==> src/asrc_defines.svh <==
/*
 * Timing constants and variant codes for the asynchronous static memory
 * host controller. Assumes a 50 MHz controller clock (20 ns period).
 */
`ifndef ASRC_DEFINES_SVH
`define ASRC_DEFINES_SVH

// Controller clock period in ns
`define ASRC_CLK_NS          20
// Address set-up before strobe, ns (least)
`define ASRC_ADDR_SETUP_NS   20
// Strobe low time, ns (least)
`define ASRC_STROBE_NS       40
// Strobe to data float delay, ns (longest the memory may take)
`define ASRC_FLOAT_NS        20
// Write data set-up before write end, ns (least)
`define ASRC_DATA_SETUP_NS   20
// Read access from select, ns (least wait before sampling)
`define ASRC_READ_NS         40
// Cycle counts, least times rounded up, none below one
`define ASRC_CYC(ns) ((((ns) + `ASRC_CLK_NS - 1) / `ASRC_CLK_NS) < 1 ? 1 : \
                      (((ns) + `ASRC_CLK_NS - 1) / `ASRC_CLK_NS))
`define ASRC_SETUP_CYC  `ASRC_CYC(`ASRC_ADDR_SETUP_NS)
`define ASRC_WRITE_CYC  `ASRC_CYC(`ASRC_FLOAT_NS + `ASRC_DATA_SETUP_NS)
`define ASRC_READ_CYC   `ASRC_CYC(`ASRC_READ_NS)
// Variant codes
`define ASRC_VAR_ONE_CS      0
`define ASRC_VAR_ONE_CS_OE   1
`define ASRC_VAR_TWO_CS_OE   2

`endif

==> src/asrc_pkg.sv <==
/*
 * Types for the asynchronous static memory host controller.
 * Assumes nothing beyond the defines header.
 */
package asrc_pkg;
  // Controller sequence states, one-hot
  typedef enum logic [4:0] {
    ASRC_IDLE  = 5'b00001,
    ASRC_SETUP = 5'b00010,
    ASRC_WRITE = 5'b00100,
    ASRC_READ  = 5'b01000,
    ASRC_END   = 5'b10000
  } asrc_state_e;
endpackage : asrc_pkg

==> src/asrc_host.sv <==
/*
 * Host controller for an asynchronous 64K x 4 static memory.
 * Assumes requests synchronous to i_mclk and a board that resolves the
 * shared data wires from o_dq_out and o_dq_oe_b.
 */
// Functional notes
// - Write happens only while all enabled selects and write strobe are low.
// - Write ends when any select or the strobe rises first.
// - Memory captures data at write-ending edge; host holds data around it.
// - Host keeps write strobe high during every read.
// - Host presents address no later than selects fall.
// - Strobe write with gate low lasts float delay plus data set-up.
// - Host may hold output gate high for the whole strobe write.
`timescale 1ns/1ps
`default_nettype none
`include "asrc_defines.svh"
module asrc_host import asrc_pkg::*; #(
  parameter int AW      = 16,
  parameter int DW      = 4,
  parameter int VARIANT = `ASRC_VAR_TWO_CS_OE,
  parameter bit GATE_HIGH_ON_WRITE = 1'b1
) (
  // Clock and reset
  input  wire logic          i_mclk,
  input  wire logic          i_rst_b,
  // User request
  input  wire logic          i_req,
  input  wire logic          i_wr,
  input  wire logic [AW-1:0] i_addr,
  input  wire logic [DW-1:0] i_wdata,
  // User answer
  output logic               o_busy,
  output logic               o_done,
  output logic [DW-1:0]      o_rdata,
  // Memory pins
  output logic [AW-1:0]      o_mem_addr,
  output logic               o_cs1_b,
  output logic               o_cs2_b,
  output logic               o_we_b,
  output logic               o_oe_b,
  output logic [DW-1:0]      o_dq_out,
  output logic [DW-1:0]      o_dq_oe_b,
  input  wire logic [DW-1:0] i_dq_in
);
  localparam int TW = 4;
  localparam logic [TW-1:0] SETUP_CYC = TW'(`ASRC_SETUP_CYC);
  localparam logic [TW-1:0] WRITE_CYC = TW'(`ASRC_WRITE_CYC);
  localparam logic [TW-1:0] READ_CYC  = TW'(`ASRC_READ_CYC);
  localparam bit HAS_OE  = (VARIANT != `ASRC_VAR_ONE_CS);
  localparam bit HAS_CS2 = (VARIANT == `ASRC_VAR_TWO_CS_OE);

  // ****************************************
  // Sequence state
  // ****************************************
  asrc_state_e state, next_state;
  logic              wr, next_wr;
  logic [AW-1:0]     addr, next_addr;
  logic [DW-1:0]     wdata, next_wdata;
  logic [DW-1:0]     rdata, next_rdata;
  logic              cs_b, next_cs_b;
  logic              we_b, next_we_b;
  logic              oe_b, next_oe_b;
  logic              drive, next_drive;
  logic              done, next_done;
  logic              busy, next_busy;
  logic [DW-1:0]     dq_oe_b, next_dq_oe_b;
  logic              t_load;
  logic [TW-1:0]     t_value;
  logic              t_done;

  asrc_timer #(.W(TW)) u_timer (
    .i_mclk  (i_mclk),
    .i_rst_b (i_rst_b),
    .i_load  (t_load),
    .i_value (t_value),
    .o_done  (t_done)
  );

  // Next values of the access sequence
  always_comb begin
    next_state = state;
    next_wr    = wr;
    next_addr  = addr;
    next_wdata = wdata;
    next_rdata = rdata;
    next_cs_b  = cs_b;
    next_we_b  = we_b;
    next_oe_b  = oe_b;
    next_drive = drive;
    next_done  = 1'b0;
    t_load     = 1'b0;
    t_value    = SETUP_CYC;
    unique case (state)
      ASRC_IDLE: begin
        if (i_req) begin
          // Address settles while still deselected, ahead of the select edge
          next_addr  = i_addr;
          next_wr    = i_wr;
          next_wdata = i_wdata;
          t_load     = 1'b1;
          t_value    = SETUP_CYC;
          next_state = ASRC_SETUP;
        end
      end
      ASRC_SETUP: begin
        if (t_done) begin
          next_cs_b = 1'b0;
          t_load    = 1'b1;
          if (wr) begin
            // Gate held high so the memory never drives during the write
            next_oe_b  = GATE_HIGH_ON_WRITE ? 1'b1 : 1'b0;
            next_we_b  = 1'b0;
            next_drive = 1'b1;
            // A load of n keeps the state n+1 cycles; strobe low the write time
            t_value    = WRITE_CYC - TW'(1);
            next_state = ASRC_WRITE;
          end else begin
            next_we_b  = 1'b1;
            next_oe_b  = 1'b0;
            t_value    = READ_CYC;
            next_state = ASRC_READ;
          end
        end
      end
      ASRC_WRITE: begin
        if (t_done) begin
          // Strobe ends the write, data still held; the gate rises with it so
          // the memory cannot drive against our data in the next cycle
          next_we_b  = 1'b1;
          next_oe_b  = 1'b1;
          // No gate pin: the select rises with the strobe to keep pins quiet
          if (!HAS_OE) begin
            next_cs_b = 1'b1;
          end
          next_state = ASRC_END;
        end
      end
      ASRC_READ: begin
        if (t_done) begin
          next_rdata = i_dq_in;
          next_oe_b  = 1'b1;
          next_cs_b  = 1'b1;
          next_done  = 1'b1;
          next_state = ASRC_IDLE;
        end
      end
      ASRC_END: begin
        // Data released one cycle after the strobe edge for hold margin
        next_drive = 1'b0;
        next_cs_b  = 1'b1;
        next_oe_b  = 1'b1;
        next_done  = 1'b1;
        next_state = ASRC_IDLE;
      end
    endcase
    // Outputs leave flops, so their values are formed from the next state
    next_busy    = (next_state != ASRC_IDLE);
    next_dq_oe_b = {DW{~next_drive}};
  end

  always_ff @(posedge i_mclk or negedge i_rst_b) begin
    if (!i_rst_b) begin
      state <= ASRC_IDLE;
      wr    <= 1'b0;
      addr  <= '0;
      wdata <= '0;
      rdata <= '0;
      cs_b  <= 1'b1;
      we_b  <= 1'b1;
      oe_b  <= 1'b1;
      drive <= 1'b0;
      done  <= 1'b0;
      busy  <= 1'b0;
      dq_oe_b <= '1;
    end else begin
      state <= next_state;
      wr    <= next_wr;
      addr  <= next_addr;
      wdata <= next_wdata;
      rdata <= next_rdata;
      cs_b  <= next_cs_b;
      we_b  <= next_we_b;
      oe_b  <= next_oe_b;
      drive <= next_drive;
      done  <= next_done;
      busy  <= next_busy;
      dq_oe_b <= next_dq_oe_b;
    end
  end

  // ****************************************
  // Pin mapping
  // ****************************************
  // Unused select and gate stay inactive on smaller variants
  assign o_mem_addr = addr;
  assign o_cs1_b    = cs_b;
  assign o_cs2_b    = HAS_CS2 ? cs_b : 1'b1;
  assign o_we_b     = we_b;
  assign o_oe_b     = HAS_OE ? oe_b : 1'b1;
  assign o_dq_out   = wdata;
  assign o_dq_oe_b  = dq_oe_b;
  assign o_rdata    = rdata;
  assign o_done     = done;
  assign o_busy     = busy;

  // ****************************************
  // Checks
  // ****************************************
  strobe_high_read_a: assert property (@(posedge i_mclk) disable iff (!i_rst_b)
    (state == ASRC_READ) |-> o_we_b)
    else $error("write strobe low during read");
  write_needs_sel_a: assert property (@(posedge i_mclk) disable iff (!i_rst_b)
    !o_we_b |-> !o_cs1_b && (!HAS_CS2 || !o_cs2_b))
    else $error("strobe low without select");
  write_length_a: assert property (@(posedge i_mclk) disable iff (!i_rst_b)
    $fell(o_we_b) |-> !o_we_b [*2] ##1 o_we_b)
    else $error("write strobe length wrong");
  strobe_ends_first_a: assert property (@(posedge i_mclk) disable iff (!i_rst_b)
    $rose(o_we_b) |-> (!o_cs1_b || !HAS_OE) && o_dq_oe_b == '0)
    else $error("strobe not first to end write");
  data_held_a: assert property (@(posedge i_mclk) disable iff (!i_rst_b)
    $rose(o_we_b) |-> $stable(o_dq_out) ##1 $stable(o_dq_out))
    else $error("write data moved at write end");
  addr_before_sel_a: assert property (@(posedge i_mclk) disable iff (!i_rst_b)
    $fell(o_cs1_b) |-> $stable(o_mem_addr))
    else $error("address changed at select edge");
  gate_high_write_a: assert property (@(posedge i_mclk) disable iff (!i_rst_b)
    (!o_we_b && GATE_HIGH_ON_WRITE) |-> o_oe_b)
    else $error("output gate low during write");
  deselect_idle_a: assert property (@(posedge i_mclk) disable iff (!i_rst_b)
    o_done |-> o_cs1_b && o_cs2_b && o_dq_oe_b == '1)
    else $error("memory left selected after access");
endmodule : asrc_host
`default_nettype wire

==> src/asrc_timer.sv <==
/*
 * Down counter that times the set-up, write and read phases of a memory access.
 * Assumes a synchronous load and a single clock domain.
 */
`timescale 1ns/1ps
`default_nettype none
module asrc_timer #(
  parameter int W = 4
) (
  // Clock and reset
  input  wire logic         i_mclk,
  input  wire logic         i_rst_b,
  // Control
  input  wire logic         i_load,
  input  wire logic [W-1:0] i_value,
  // Status
  output logic              o_done
);
  logic [W-1:0] count;
  logic [W-1:0] next_count;

  // Load wins over counting; saturate at zero
  always_comb begin
    next_count = count;
    if (i_load) begin
      next_count = i_value;
    end else if (count != '0) begin
      next_count = count - 1'b1;
    end
  end

  always_ff @(posedge i_mclk or negedge i_rst_b) begin
    if (!i_rst_b) begin
      count <= '0;
    end else begin
      count <= next_count;
    end
  end

  // Looks at the count only, so a caller that loads on done forms no loop
  assign o_done = (count == '0);
endmodule : asrc_timer
`default_nettype wire

==> config.mk <==
export PLATFORM = sky130hd
export DESIGN_NAME = asrc_host
export DESIGN_NICKNAME = d
export VERILOG_FILES = /design/src/asrc_pkg.sv /design/src/asrc_host.sv /design/src/asrc_timer.sv
export VERILOG_INCLUDE_DIRS = /design/src
export SDC_FILE = /design/constraint.sdc
export NUM_CORES = 1
export LEC_CHECK = 0
export ABC_CLOCK_PERIOD_IN_PS = 2200
export BUFFER_PORTS_ARGS = -buffer_cell sky130_fd_sc_hd__buf_2
export CORE_MARGIN = 1.5
export CORE_UTILIZATION = 49
export CTS_CLUSTER_DIAMETER = 60
export DETAILED_ROUTE_END_ITERATION = 8
export GPL_TIMING_DRIVEN = 0
export PLACE_DENSITY = 0.89
export SYNTH_ARGS = -nofsm -noshare
export SYNTH_HDL_FRONTEND = slang
export SYNTH_SLANG_ARGS = --single-unit
export TNS_END_PERCENT = 5
==> constraint.sdc <==
create_clock -name i_mclk -period 2.2 [get_ports i_mclk]
set_clock_uncertainty 0.05 [all_clocks]
set_input_delay 0.11 -clock i_mclk [delete_from_list [all_inputs] [get_ports i_mclk]]
set_output_delay 0.11 -clock i_mclk [all_outputs]
set_load 0.01 [all_outputs]
Yosys cells after proc, flatten, opt, wreduce, memory -nomap -nowiden
Cells that the tools add are included.
- flip-flop bits (word level): 41
- input port bits: 28
- output and inout port bits: 34
- logic and storage cells: 64
- add/sub/neg operators: 1
- equal/unequal tests: 10
- muxes and demuxes: 27
- bitwise logic cells: 1
- reductions and logical operators: 12
- operator list (cell ; count):
    $pmux W5 S5 ; 1
    $mux W5 ; 4
    $mux W4 ; 3
    $mux W1 ; 10
    $reduce_and A3 Y1 ; 3
    $pmux W1 S2 ; 4
    $mux W2 ; 3
    $ne A2 B2 Y1 const B ; 3
    $pmux W1 S3 ; 2
    $reduce_bool A3 Y1 ; 2
    $eq A5 B1 Y1 const B ; 1
    $eq A5 B2 Y1 const B ; 1
    $eq A5 B3 Y1 const B ; 1
    $eq A5 B4 Y1 const B ; 1
    $eq A5 B5 Y1 const B ; 1
    $ne A5 B1 Y1 const B ; 1
    $logic_not A4 Y1 ; 1
    $reduce_and A2 Y1 ; 2
    $reduce_bool A2 Y1 ; 2
    $reduce_bool A4 Y1 ; 1
    $sub A4 B1 Y4 const B ; 1
    $ne A2 B1 Y1 const B ; 1
    $reduce_or A2 Y1 ; 1
    $not A1 Y1 ; 1

Depth between registers and ports, before layout
Gate-level depths: netlist (run 1).
- depth after elaboration: 4
- gate-level depth with buffers: 8
- depth with buffers taken out: 7

Hierarchy
Synthesis (run 1) repeated with hierarchy kept, for this count alone.
- cell total of the unflattened synthesis: 149
- area, all modules: 2009.4 um2
- modules (own cells, without submodules) (module ; instances ; cells each ; area an instance (um2) ; sequential area each (um2)):
    asrc_host ; 1 ; 127 ; 1775.5 ; 932.1
    asrc_timer ; 1 ; 22 ; 234.0 ; 100.1

Worst setup path before layout (run 1)
No wires, ideal clock.
- kind: flip-flop to flip-flop
- start point: reg u_timer.count[0]
- end point: reg rdata[0] (netlist: o_rdata[0])
- library setup time: 0.125 ns
- arrival time: 1.713 ns
- data required time: 2.025 ns
- setup slack: 0.312 ns
- cell stages (with the launch flop): 8
- buffers on the path: 1
- clock period less this slack: 1.888 ns
- cell sequence: dfrtp_1 -> inv_1 -> ha_1 -> or3b_1 -> buf_2 -> nor3_2 -> nand3_2 -> mux2_2
- longest elaborated chain between the ends: 2
- ends and longest elaborated chain (item ; RTL line ; RTL):
    from (decl) ; asrc_timer.sv:19 ; logic [W-1:0] count;
    from (signal assigned) ; asrc_timer.sv:36 ; count <= next_count;
    $logic_not A4 Y1 ; asrc_timer.sv:41 ; assign o_done = (count == '0);
    $reduce_and A2 Y1 (no source line) ; n/a ;
    to (signal assigned) ; asrc_host.sv:180 ; rdata <= next_rdata;
    to (decl) ; asrc_host.sv:59 ; logic [DW-1:0] rdata, next_rdata;
Every way passes these cells.
A chain may end at the register's enable or synchronous reset.

Worst setup path after layout (run 1)
- start point: reg u_timer.count[0]
- end point: reg rdata[1] (netlist: o_rdata[1])
The elaborated chain is that of the path after synthesis.

==> impl_metrics.json, run 1 <==
{
  "fillCellCount": 269,
  "globalRouteMet1Util_pct": 25.8,
  "dp.cells": 257,
  "antenna_found_initial": 0,
  "postLayoutCoreUtil_pct": 70.1,
  "critPathKind": "flip-flop to flip-flop",
  "io_pins": 62,
  "crit_arrival_ns": 2.21,
  "path_clk_slew_ns": 0.08,
  "rows": 22,
  "via_per_inst": 5.13,
  "hold_violations": 0,
  "antennaDiodeCount": 0,
  "ys_async_sr_fraction_pct": 100,
  "vias": 1484,
  "hold_end": "o_mem_addr[7]",
  "clock_sinks": 41,
  "fin_nets": 269,
  "fin_crit_ns": 2.08,
  "max_slew.worst_pin.slew_ns": 0.854,
  "worstPathCellList": "inv_1 -> ha_1 -> or3b_1 -> buf_2 -> nor3_2 -> nand3_2 -> mux2_2",
  "routedWlPerCell_microns": 13.7,
  "period_share_pct": 94.4,
  "gp_congestion": 0.801,
  "cts_max_level": 2,
  "maxSlewViolCount": 0,
  "drc": 0,
  "status": "complete, no violations",
  "max_freq_mhz": 481,
  "rrSetupSlack_ns": 0.12,
  "die_width_microns": 64.1,
  "dieArea_sq_um": 4110,
  "powerDensity_nw_per_um2": 997,
  "r2r_start": "u_timer.count[0]",
  "met3_usage_pct": 7.92,
  "clk_path_buf_depth": 2,
  "hold_start": "i_addr[7]",
  "ys.flop_type": "dfrtp_1",
  "finalPower_mw": 2.54,
  "firstDrtPassIters": 4,
  "cap_violations": 0,
  "cts_tree": "built",
  "synth_seq_cells": 41,
  "fp.coreArea_sq_um": 3630,
  "r2r_cells": 7,
  "grtUsageMet2_pct": 35.2,
  "synth.distinct_cells": 45,
  "slowest_stage": "dfrtp_1",
  "maxSlewHeadroom_pct": 43.1,
  "placed_area_sq_um": 2200,
  "yosys_warnings": 0,
  "peakVddDrop_mv": 0.599,
  "grt_pass1_vias": 1484,
  "worstPathMaxFanout": 7,
  "post_cts_buffers": 0,
  "leakagePower_nw": 1.31,
  "hpwl_microns": 2690,
  "first_iter_violations": 62,
  "holdPathStages": 2,
  "grt_max_degree": 42,
  "ys_seq_area_share_pct": 56.4,
  "worstPathRequired_ns": 2.33,
  "cts_resized": 0,
  "drive_gt1_share_pct": 48.1,
  "end_kind": "flip-flop",
  "hold_path_class": "input pin to flip-flop",
  "gr-total-overflow": 0,
  "slowest_delay_ns": 0.38,
  "tns_ns": 0,
  "syn_to_final_growth_pct": 39.1,
  "numPortBuffers": 61,
  "clkLatencyLatePin_ns": 0.30,
  "clockRootBuffer": "clkbuf_8",
  "syn_inst": 148,
  "avgSynthCellArea_sq_um": 12.4,
  "numCtsBuffers": 5,
  "syn-cell-area_sq_um": 1830,
  "initial_core_util_pct": 50.4,
  "grt_pass1_wl_microns": 6690,
  "timing.rr.end": "o_rdata[1]",
  "cts_hold_buf": 24,
  "synthesis.nets": 177,
  "fin_area_sq_um": 2550,
  "drtAntennaViolNets": 0,
  "setup-violations-final": 0,
  "busiest_layer": "met2",
  "rsz0062_at_grt": "false",
  "final_cells": 289,
  "synth-edff-count": 0,
  "routed_wirelength_microns": 3950,
  "grt.total_usage_pct": 21.4,
  "start_kind": "flip-flop",
  "die_h_microns": 64.1
}
-- report_power, final --
part	leakage, nW	total, mW	internal [mW]	switching [mW]
combinational	0.729	0.874	0.445	0.428
clock	0.0554	0.597	0.340	0.257
sequential	0.521	1.07	0.958	0.112
total	1.31	2.54	1.74	0.797
-- synth_stat cells, types with 2 or more instances --
library cell | n | area share, %
a21oi_1 | 3 | 0.82
a31oi_1 | 2 | 0.68
buf_2 | 3 | 0.82
buf_4 | 7 | 2.9
dfrtp_1 | 36 | 49
dfstp_2 | 5 | 7.2
inv_1 | 3 | 0.61
mux2_2 | 23 | 14
mux2i_1 | 2 | 1.1
nand2_1 | 11 | 2.3
nand3_1 | 3 | 0.82
nor2_1 | 12 | 2.5
nor3_1 | 3 | 0.82
o21ai_0 | 2 | 0.55
xnor2_1 | 3 | 1.4
-- cell families after synthesis --
group	after synthesis	synth area share, %
flops	41	56.4
mux	26	15.8
xor+xnor	3	1.43
simple gates	47	14.7
buf+inv	15	5.12
fa+ha+maj	1	0.683
compound gates	15	5.87
-- stage by stage --
stage | setup slack [ns] | hold slack, ns
floorplan | 0.312 | -0.236
CTS | 0.128 | 0.00605
detailed placement | 0.138 | 0.226
finish | 0.122 | 0.00868
global route | 0.00756 | 0.00423
global placement | 0.186 | 0.224
-- cell type report --
class / count / area, sq um / area share, %
clock buffer: 6 / 72.6 / 2.85
timing repair buffer: 85 / 546 / 21.4
tap: 48 / 60.1 / 2.36
clock inverter: 2 / 38.8 / 1.52
buffer: 12 / 82.6 / 3.24
inverter: 3 / 11.3 / 0.442
sequential: 41 / 1030 / 40.5
multi-input combinational: 92 / 706 / 27.7
-- metal layers --
layer,vias to the layer above,routed length (microns)
met2,51,1920
met1,720,1640
met4,0,65
met3,6,323
met5,-,0
li1,707,-
-- sequential cells by signal, indices dropped and copies added, names as in the netlist --
name and cells:
o_mem_addr 16, drive 1, o_dq_out 4, o_we_b 1, o_oe_b 1, o_done 1
o_busy 1, o_cs1_b 1, o_dq_oe_b 1, state 5, u_timer.count 4, o_rdata 4
wr 1
-- placed cells by master (no fill, tap or decap), types with 2 or more instances in the layout --
master / instances
buf_4: 7
clkbuf_1: 2
nor2_1: 12
dlygate4sd3_1: 24
a21oi_1: 3
nand2_1: 11
clkbuf_8: 5
nand3_1: 3
dfstp_2: 5
dfrtp_1: 36
mux2_2: 23
inv_1: 3
buf_2: 64
xnor2_1: 3
a31oi_1: 2
nor3_1: 3
mux2i_1: 2
o21ai_0: 2
-- worst max-delay path: cells and delay by family, from the launching register on --
family / cells / cell delay (ns)
buffers and inverters: 2 / 0.29
and+or+nand+nor: 3 / 0.72
muxes: 1 / 0.32
adders and majority gates: 1 / 0.21
DFF: 1 / 0.38
-- how the worst max path moves through the flow --
stage                          start    endpoint  slack [ns]
floorplan           u_timer.count[0]  o_rdata[0]        0.31
global placement    u_timer.count[0]  o_rdata[2]        0.19
detailed placement  u_timer.count[0]  o_rdata[2]        0.14
CTS                 u_timer.count[0]  o_rdata[1]        0.13
global route        u_timer.count[0]      o_busy       0.008
finish              u_timer.count[0]  o_rdata[1]        0.12
Note: power is estimated with default switching activity, not from simulation.
==> inputs of run 2 (changes only) <==
Settings changed: BUFFER_PORTS_ARGS -buffer_cell sky130_fd_sc_hd__buf_2 to not set, CORE_UTILIZATION 49 to 61, DONT_BUFFER_PORTS set to 1, PLACE_DENSITY 0.89 to 0.88.
==> impl_metrics.json, run 2 (synthesis results as in run 1) <==
{
  "status": "complete, but fails checks",
  "violations": "design-rule violations",
  "crit_buf_inv": 2,
  "post_cts_buffers": 0,
  "peakVddDrop_mv": 0.667,
  "antenna_found_initial": 0,
  "powerDensity_nw_per_um2": 1040,
  "via_per_inst": 6.07,
  "drive_gt1_share_pct": 31.5,
  "fin_area_sq_um": 2250,
  "worstPathMaxFanout": 7,
  "initial_core_util_pct": 65.3,
  "layout_common_cells": "36 x dfrtp_1, 27 x dlygate4sd3_1, 23 x mux2_2, 12 x nor2_1, 11 x nand2_1",
  "grt_max_degree": 42,
  "fillCellCount": 162,
  "rsz0062_at_grt": "true",
  "period_share_pct": 95.6,
  "max_slew.worst_pin.slew_ns": 0.470,
  "multi_input_area_sq_um": 711,
  "gr-total-overflow": 0,
  "fin_nets": 212,
  "crit_arrival_ns": 2.31,
  "first_iter_violations": 50,
  "hold_path_class": "input pin to flip-flop",
  "fin_ws_ns": 0.0965,
  "numPortBuffers": 0,
  "routedWlPerCell_microns": 18.1,
  "firstDrtPassIters": 7,
  "worstPathCellList": "inv_1 -> ha_1 -> or3b_1 -> buf_2 -> nor3_2 -> nand3_2 -> mux2_2",
  "clkLatencyLatePin_ns": 0.36,
  "start_kind": "flip-flop",
  "drc": 2,
  "clockRootBuffer": "clkbuf_4",
  "largest_reg_flops": 16,
  "max_freq_mhz": 475,
  "hold_violations": 0,
  "clk_path_buf_depth": 2,
  "gp_congestion": 0.800,
  "fin_crit_ns": 2.10,
  "critPathKind": "flip-flop to flip-flop",
  "leakagePower_nw": 1.05,
  "dp_slack_ns": 0.173,
  "maxSlewViolCount": 0,
  "grt_pass1_wl_microns": 6350,
  "end_kind": "flip-flop",
  "setup-violations-final": 0,
  "grt.total_usage_pct": 25.7,
  "hold_ws_ns": 0.0698,
  "routed_wirelength_microns": 3880,
  "cap_violations": 0,
  "numCtsBuffers": 5,
  "register_area_sq_um": 1030,
  "tns_ns": 0,
  "layout_commonest_cell": "dfrtp_1",
  "slowest_delay_ns": 0.40,
  "hpwl_microns": 2330,
  "path_clk_slew_ns": 0.13,
  "grt_pass1_vias": 1382,
  "antennaDiodeCount": 0,
  "worstPathRequired_ns": 2.41,
  "die_width_microns": 57.8,
  "io_pins": 62,
  "fp.coreArea_sq_um": 2810,
  "slowest_stage": "dfrtp_1",
  "dieArea_sq_um": 3340,
  "vias": 1305,
  "cts_tree": "built",
  "die_h_microns": 57.8,
  "placed_area_sq_um": 1870,
  "critical-path-top-delay-family": "simple AND/OR/NAND/NOR gates",
  "syn_to_final_growth_pct": 22.7,
  "drtAntennaViolNets": 0,
  "rows": 19,
  "maxSlewHeadroom_pct": 68.3,
  "clock_sinks": 41,
  "cts_max_level": 2
}
## run 2: stage by stage
step | power, mW | util, % | instances
CTS | 2.31 | 79.9 | 215
global route | 2.46 | 80.1 | 215
floorplan | 1.64 | - | 148
finish | 2.34 | 80.1 | 215
global placement | 1.72 | 66.7 | 179
detailed placement | 1.76 | 66.7 | 179
## run 2: layer usage
layer / vias to the layer above / GRT usage (%) / part of all wire (%)
li1: 583 / - / -
met1: 638 / 31.9 / 39
met2: 71 / 37.7 / 48
met3: 13 / 11.8 / 11
met4: 0 / 13.6 / 2.6
met5: - / 0 / 0
## run 2: tightest hold or removal path, stage by stage
cell and delay, ns:
nand2_1 0.09, or4_4 0.15, nand2_1 0.05, nand2_1 0.05
## run 2: worst paths after layout
kind | startpoint | end | slack, ns | cells past startpoint
setup reg to reg | u_timer.count[0] | o_rdata[0] | 0.1 | 7
hold / removal | i_req | wr | 0.07 | 4
max in group asynchronous | i_rst_b | o_we_b | 1.68 | 2
min in group asynchronous | i_rst_b | state[4] | 0.16 | 2
hold reg to reg | drive | drive | 0.45 | 2
setup / recovery | u_timer.count[0] | o_rdata[0] | 0.1 | 7
## run 2: area by class of cell
type                       instances  share of cell area (%)
clock inverter                     3                    1.95
timing repair buffer              28                    12.9
multi-input combinational         92                    31.6
sequential                        41                    45.9
inverter                           3                   0.501
clock buffer                       5                    1.67
tap                               31                    1.73
buffer                            12                    3.67
## run 2: power by group
group	internal [mW]	switching (mW)	total, mW
Sequential	0.958	0.193	1.15
Clock	0.241	0.257	0.498
Combinational	0.341	0.345	0.686
Total	1.54	0.796	2.34
## run 2: what timing repair did
item | 4_1_cts | 5_1_grt
endpoints found under the setup margin | 0 | 4
resized for setup | 0 | 1
hold buffers | 28 | 0
endpoints found under the hold margin | 70 | 0
==> inputs of run 3 (changes only) <==
Settings changed: ABC_CLOCK_PERIOD_IN_PS 2200 to 2400.
Clock period 2.2 ns to 2.4 ns, I/O delays scaled along.
==> impl_metrics.json, run 3 (synthesis results as in run 1) <==
{
  "layout_commonest_cell": "dfrtp_1",
  "io_pins": 62,
  "end_kind": "flip-flop",
  "hold_violations": 0,
  "clkLatencyLatePin_ns": 0.36,
  "die_h_microns": 57.8,
  "via_per_inst": 6.04,
  "maxSlewHeadroom_pct": 52.9,
  "drive_gt1_share_pct": 31.0,
  "routed_wirelength_microns": 3890,
  "syn_to_final_growth_pct": 22.4,
  "tns_ns": 0,
  "initial_core_util_pct": 65.3,
  "grt.total_usage_pct": 25.7,
  "antenna_found_initial": 0,
  "fin_nets": 212,
  "slowest_stage": "nor3b_1",
  "r2r_cells": 7,
  "crit_path_start": "u_timer.count[0]",
  "max_slew.worst_pin.slew_ns": 0.705,
  "largest_reg_flops": 16,
  "cap_violations": 0,
  "status": "complete, but fails checks",
  "numCtsBuffers": 5,
  "worstPathRequired_ns": 2.60,
  "cts_resized": 0,
  "cts_tree": "built",
  "maxSlewViolCount": 0,
  "finalPower_mw": 2.14,
  "powerDensity_nw_per_um2": 953,
  "path_depth": 7,
  "setup-violations-final": 0,
  "violations": "design-rule violations",
  "r2r_start": "u_timer.count[0]",
  "first_iter_violations": 52,
  "critical-path-top-delay-family": "simple AND/OR/NAND/NOR gates",
  "crit_arrival_ns": 2.35,
  "numPortBuffers": 0,
  "antennaDiodeCount": 0,
  "vias": 1299,
  "hpwl_microns": 2330,
  "slowest_delay_ns": 0.60,
  "timing.rr.end": "o_busy",
  "dieArea_sq_um": 3340,
  "hold_path_class": "input pin to flip-flop",
  "firstDrtPassIters": 6,
  "cts_max_level": 2,
  "period_share_pct": 89.7,
  "gp_congestion": 0.800,
  "path_clk_slew_ns": 0.13,
  "clockRootBuffer": "clkbuf_4",
  "leakagePower_nw": 1.05,
  "grt_pass1_vias": 1382,
  "die_width_microns": 57.8,
  "worstPathCellList": "inv_1 -> ha_1 -> nor3b_1 -> mux2i_1 -> a21o_1 -> nor2_1 -> nand4bb_1",
  "endpoint": "o_busy",
  "peakVddDrop_mv": 0.613,
  "critPathKind": "flip-flop to flip-flop",
  "rrSetupSlack_ns": 0.25,
  "gr-total-overflow": 0,
  "fin_crit_ns": 2.15,
  "clk_path_buf_depth": 2,
  "rows": 19,
  "crit_buf_inv": 1,
  "rsz0062_at_grt": "false",
  "grt_max_degree": 42,
  "drtAntennaViolNets": 0,
  "drc": 2,
  "worstPathMaxFanout": 5,
  "fp.coreArea_sq_um": 2810,
  "layout_common_cells": "36 x dfrtp_1, 27 x dlygate4sd3_1, 23 x mux2_2, 12 x nor2_1, 11 x nand2_1",
  "hold_ws_ns": 0.0809,
  "hold_start": "i_req",
  "clock_sinks": 41,
  "grt_pass1_wl_microns": 6350,
  "max_freq_mhz": 464,
  "routedWlPerCell_microns": 18.1,
  "start_kind": "flip-flop"
}
-- run 3: cell counts in the layout (fill, tap and decap cells not counted) --
Identical to the previous run, type by type.
-- run 3: worst min-delay path by stage --
stage / to / slack, ns / cells after the start
2_1_floorplan: drive / -0.23 / 0
3_3_place_gp: state[2] / -0.22 / 0
3_5_place_dp: state[2] / -0.22 / 0
4_1_cts: wr / 0.06 / 4
5_1_grt: wr / 0.06 / 4
6_report: wr / 0.08 / 4
-- run 3: layout make-up --
class                   count  area (sq um)
flip-flops and latches     41          1030
multi-input cells          92           706
fillers                   163           563
repair buffers             28           290
plain buffers              12          82.6
clock inverters             3          43.8
well taps                  31          38.8
clock buffers               5          37.5
inverters                   3          11.3
-- run 3: power by group --
part / total (mW) / internal [mW] / switching, mW / leakage (nW)
sequential: 1.05 / 0.878 / 0.175 / 0.521
clock: 0.456 / 0.221 / 0.235 / 0.0456
combinational: 0.627 / 0.310 / 0.317 / 0.485
-- run 3: through the flow --
stage / worst slack (ns) / cell area (sq um) / utilization (%) / cells
final: 0.247 / 2240 / 79.9 / 215
after global routing: 0.153 / 2240 / 79.9 / 215
after CTS: 0.348 / 2240 / 79.9 / 215
after detailed placement: 0.373 / 1870 / 66.7 / 179
after global placement: 0.410 / 1870 / 66.7 / 179
after floorplan: 0.512 / 1830 / - / 148
-- run 3: timing repair --
action / 4_1_cts / 5_1_grt
setup buffers: 0 / 0
hold buffers: 28 / 0
endpoints found under the setup margin: 0 / 0
endpoints found under the hold margin: 70 / 0
-- run 3: per-layer routing --
layer / up-vias / wire length (microns) / global-route usage [%]
li1: 581 / - / -
met2: 70 / 1850 / 37.7
met4: 0 / 100 / 13.6
met1: 635 / 1540 / 31.9
met5: - / 0 / 0
met3: 13 / 403 / 11.8
-- run 3: worst min-delay path: cells and delay by family --
family / cells / cell delay (ns)
and+or+nand+nor: 4 / 0.34
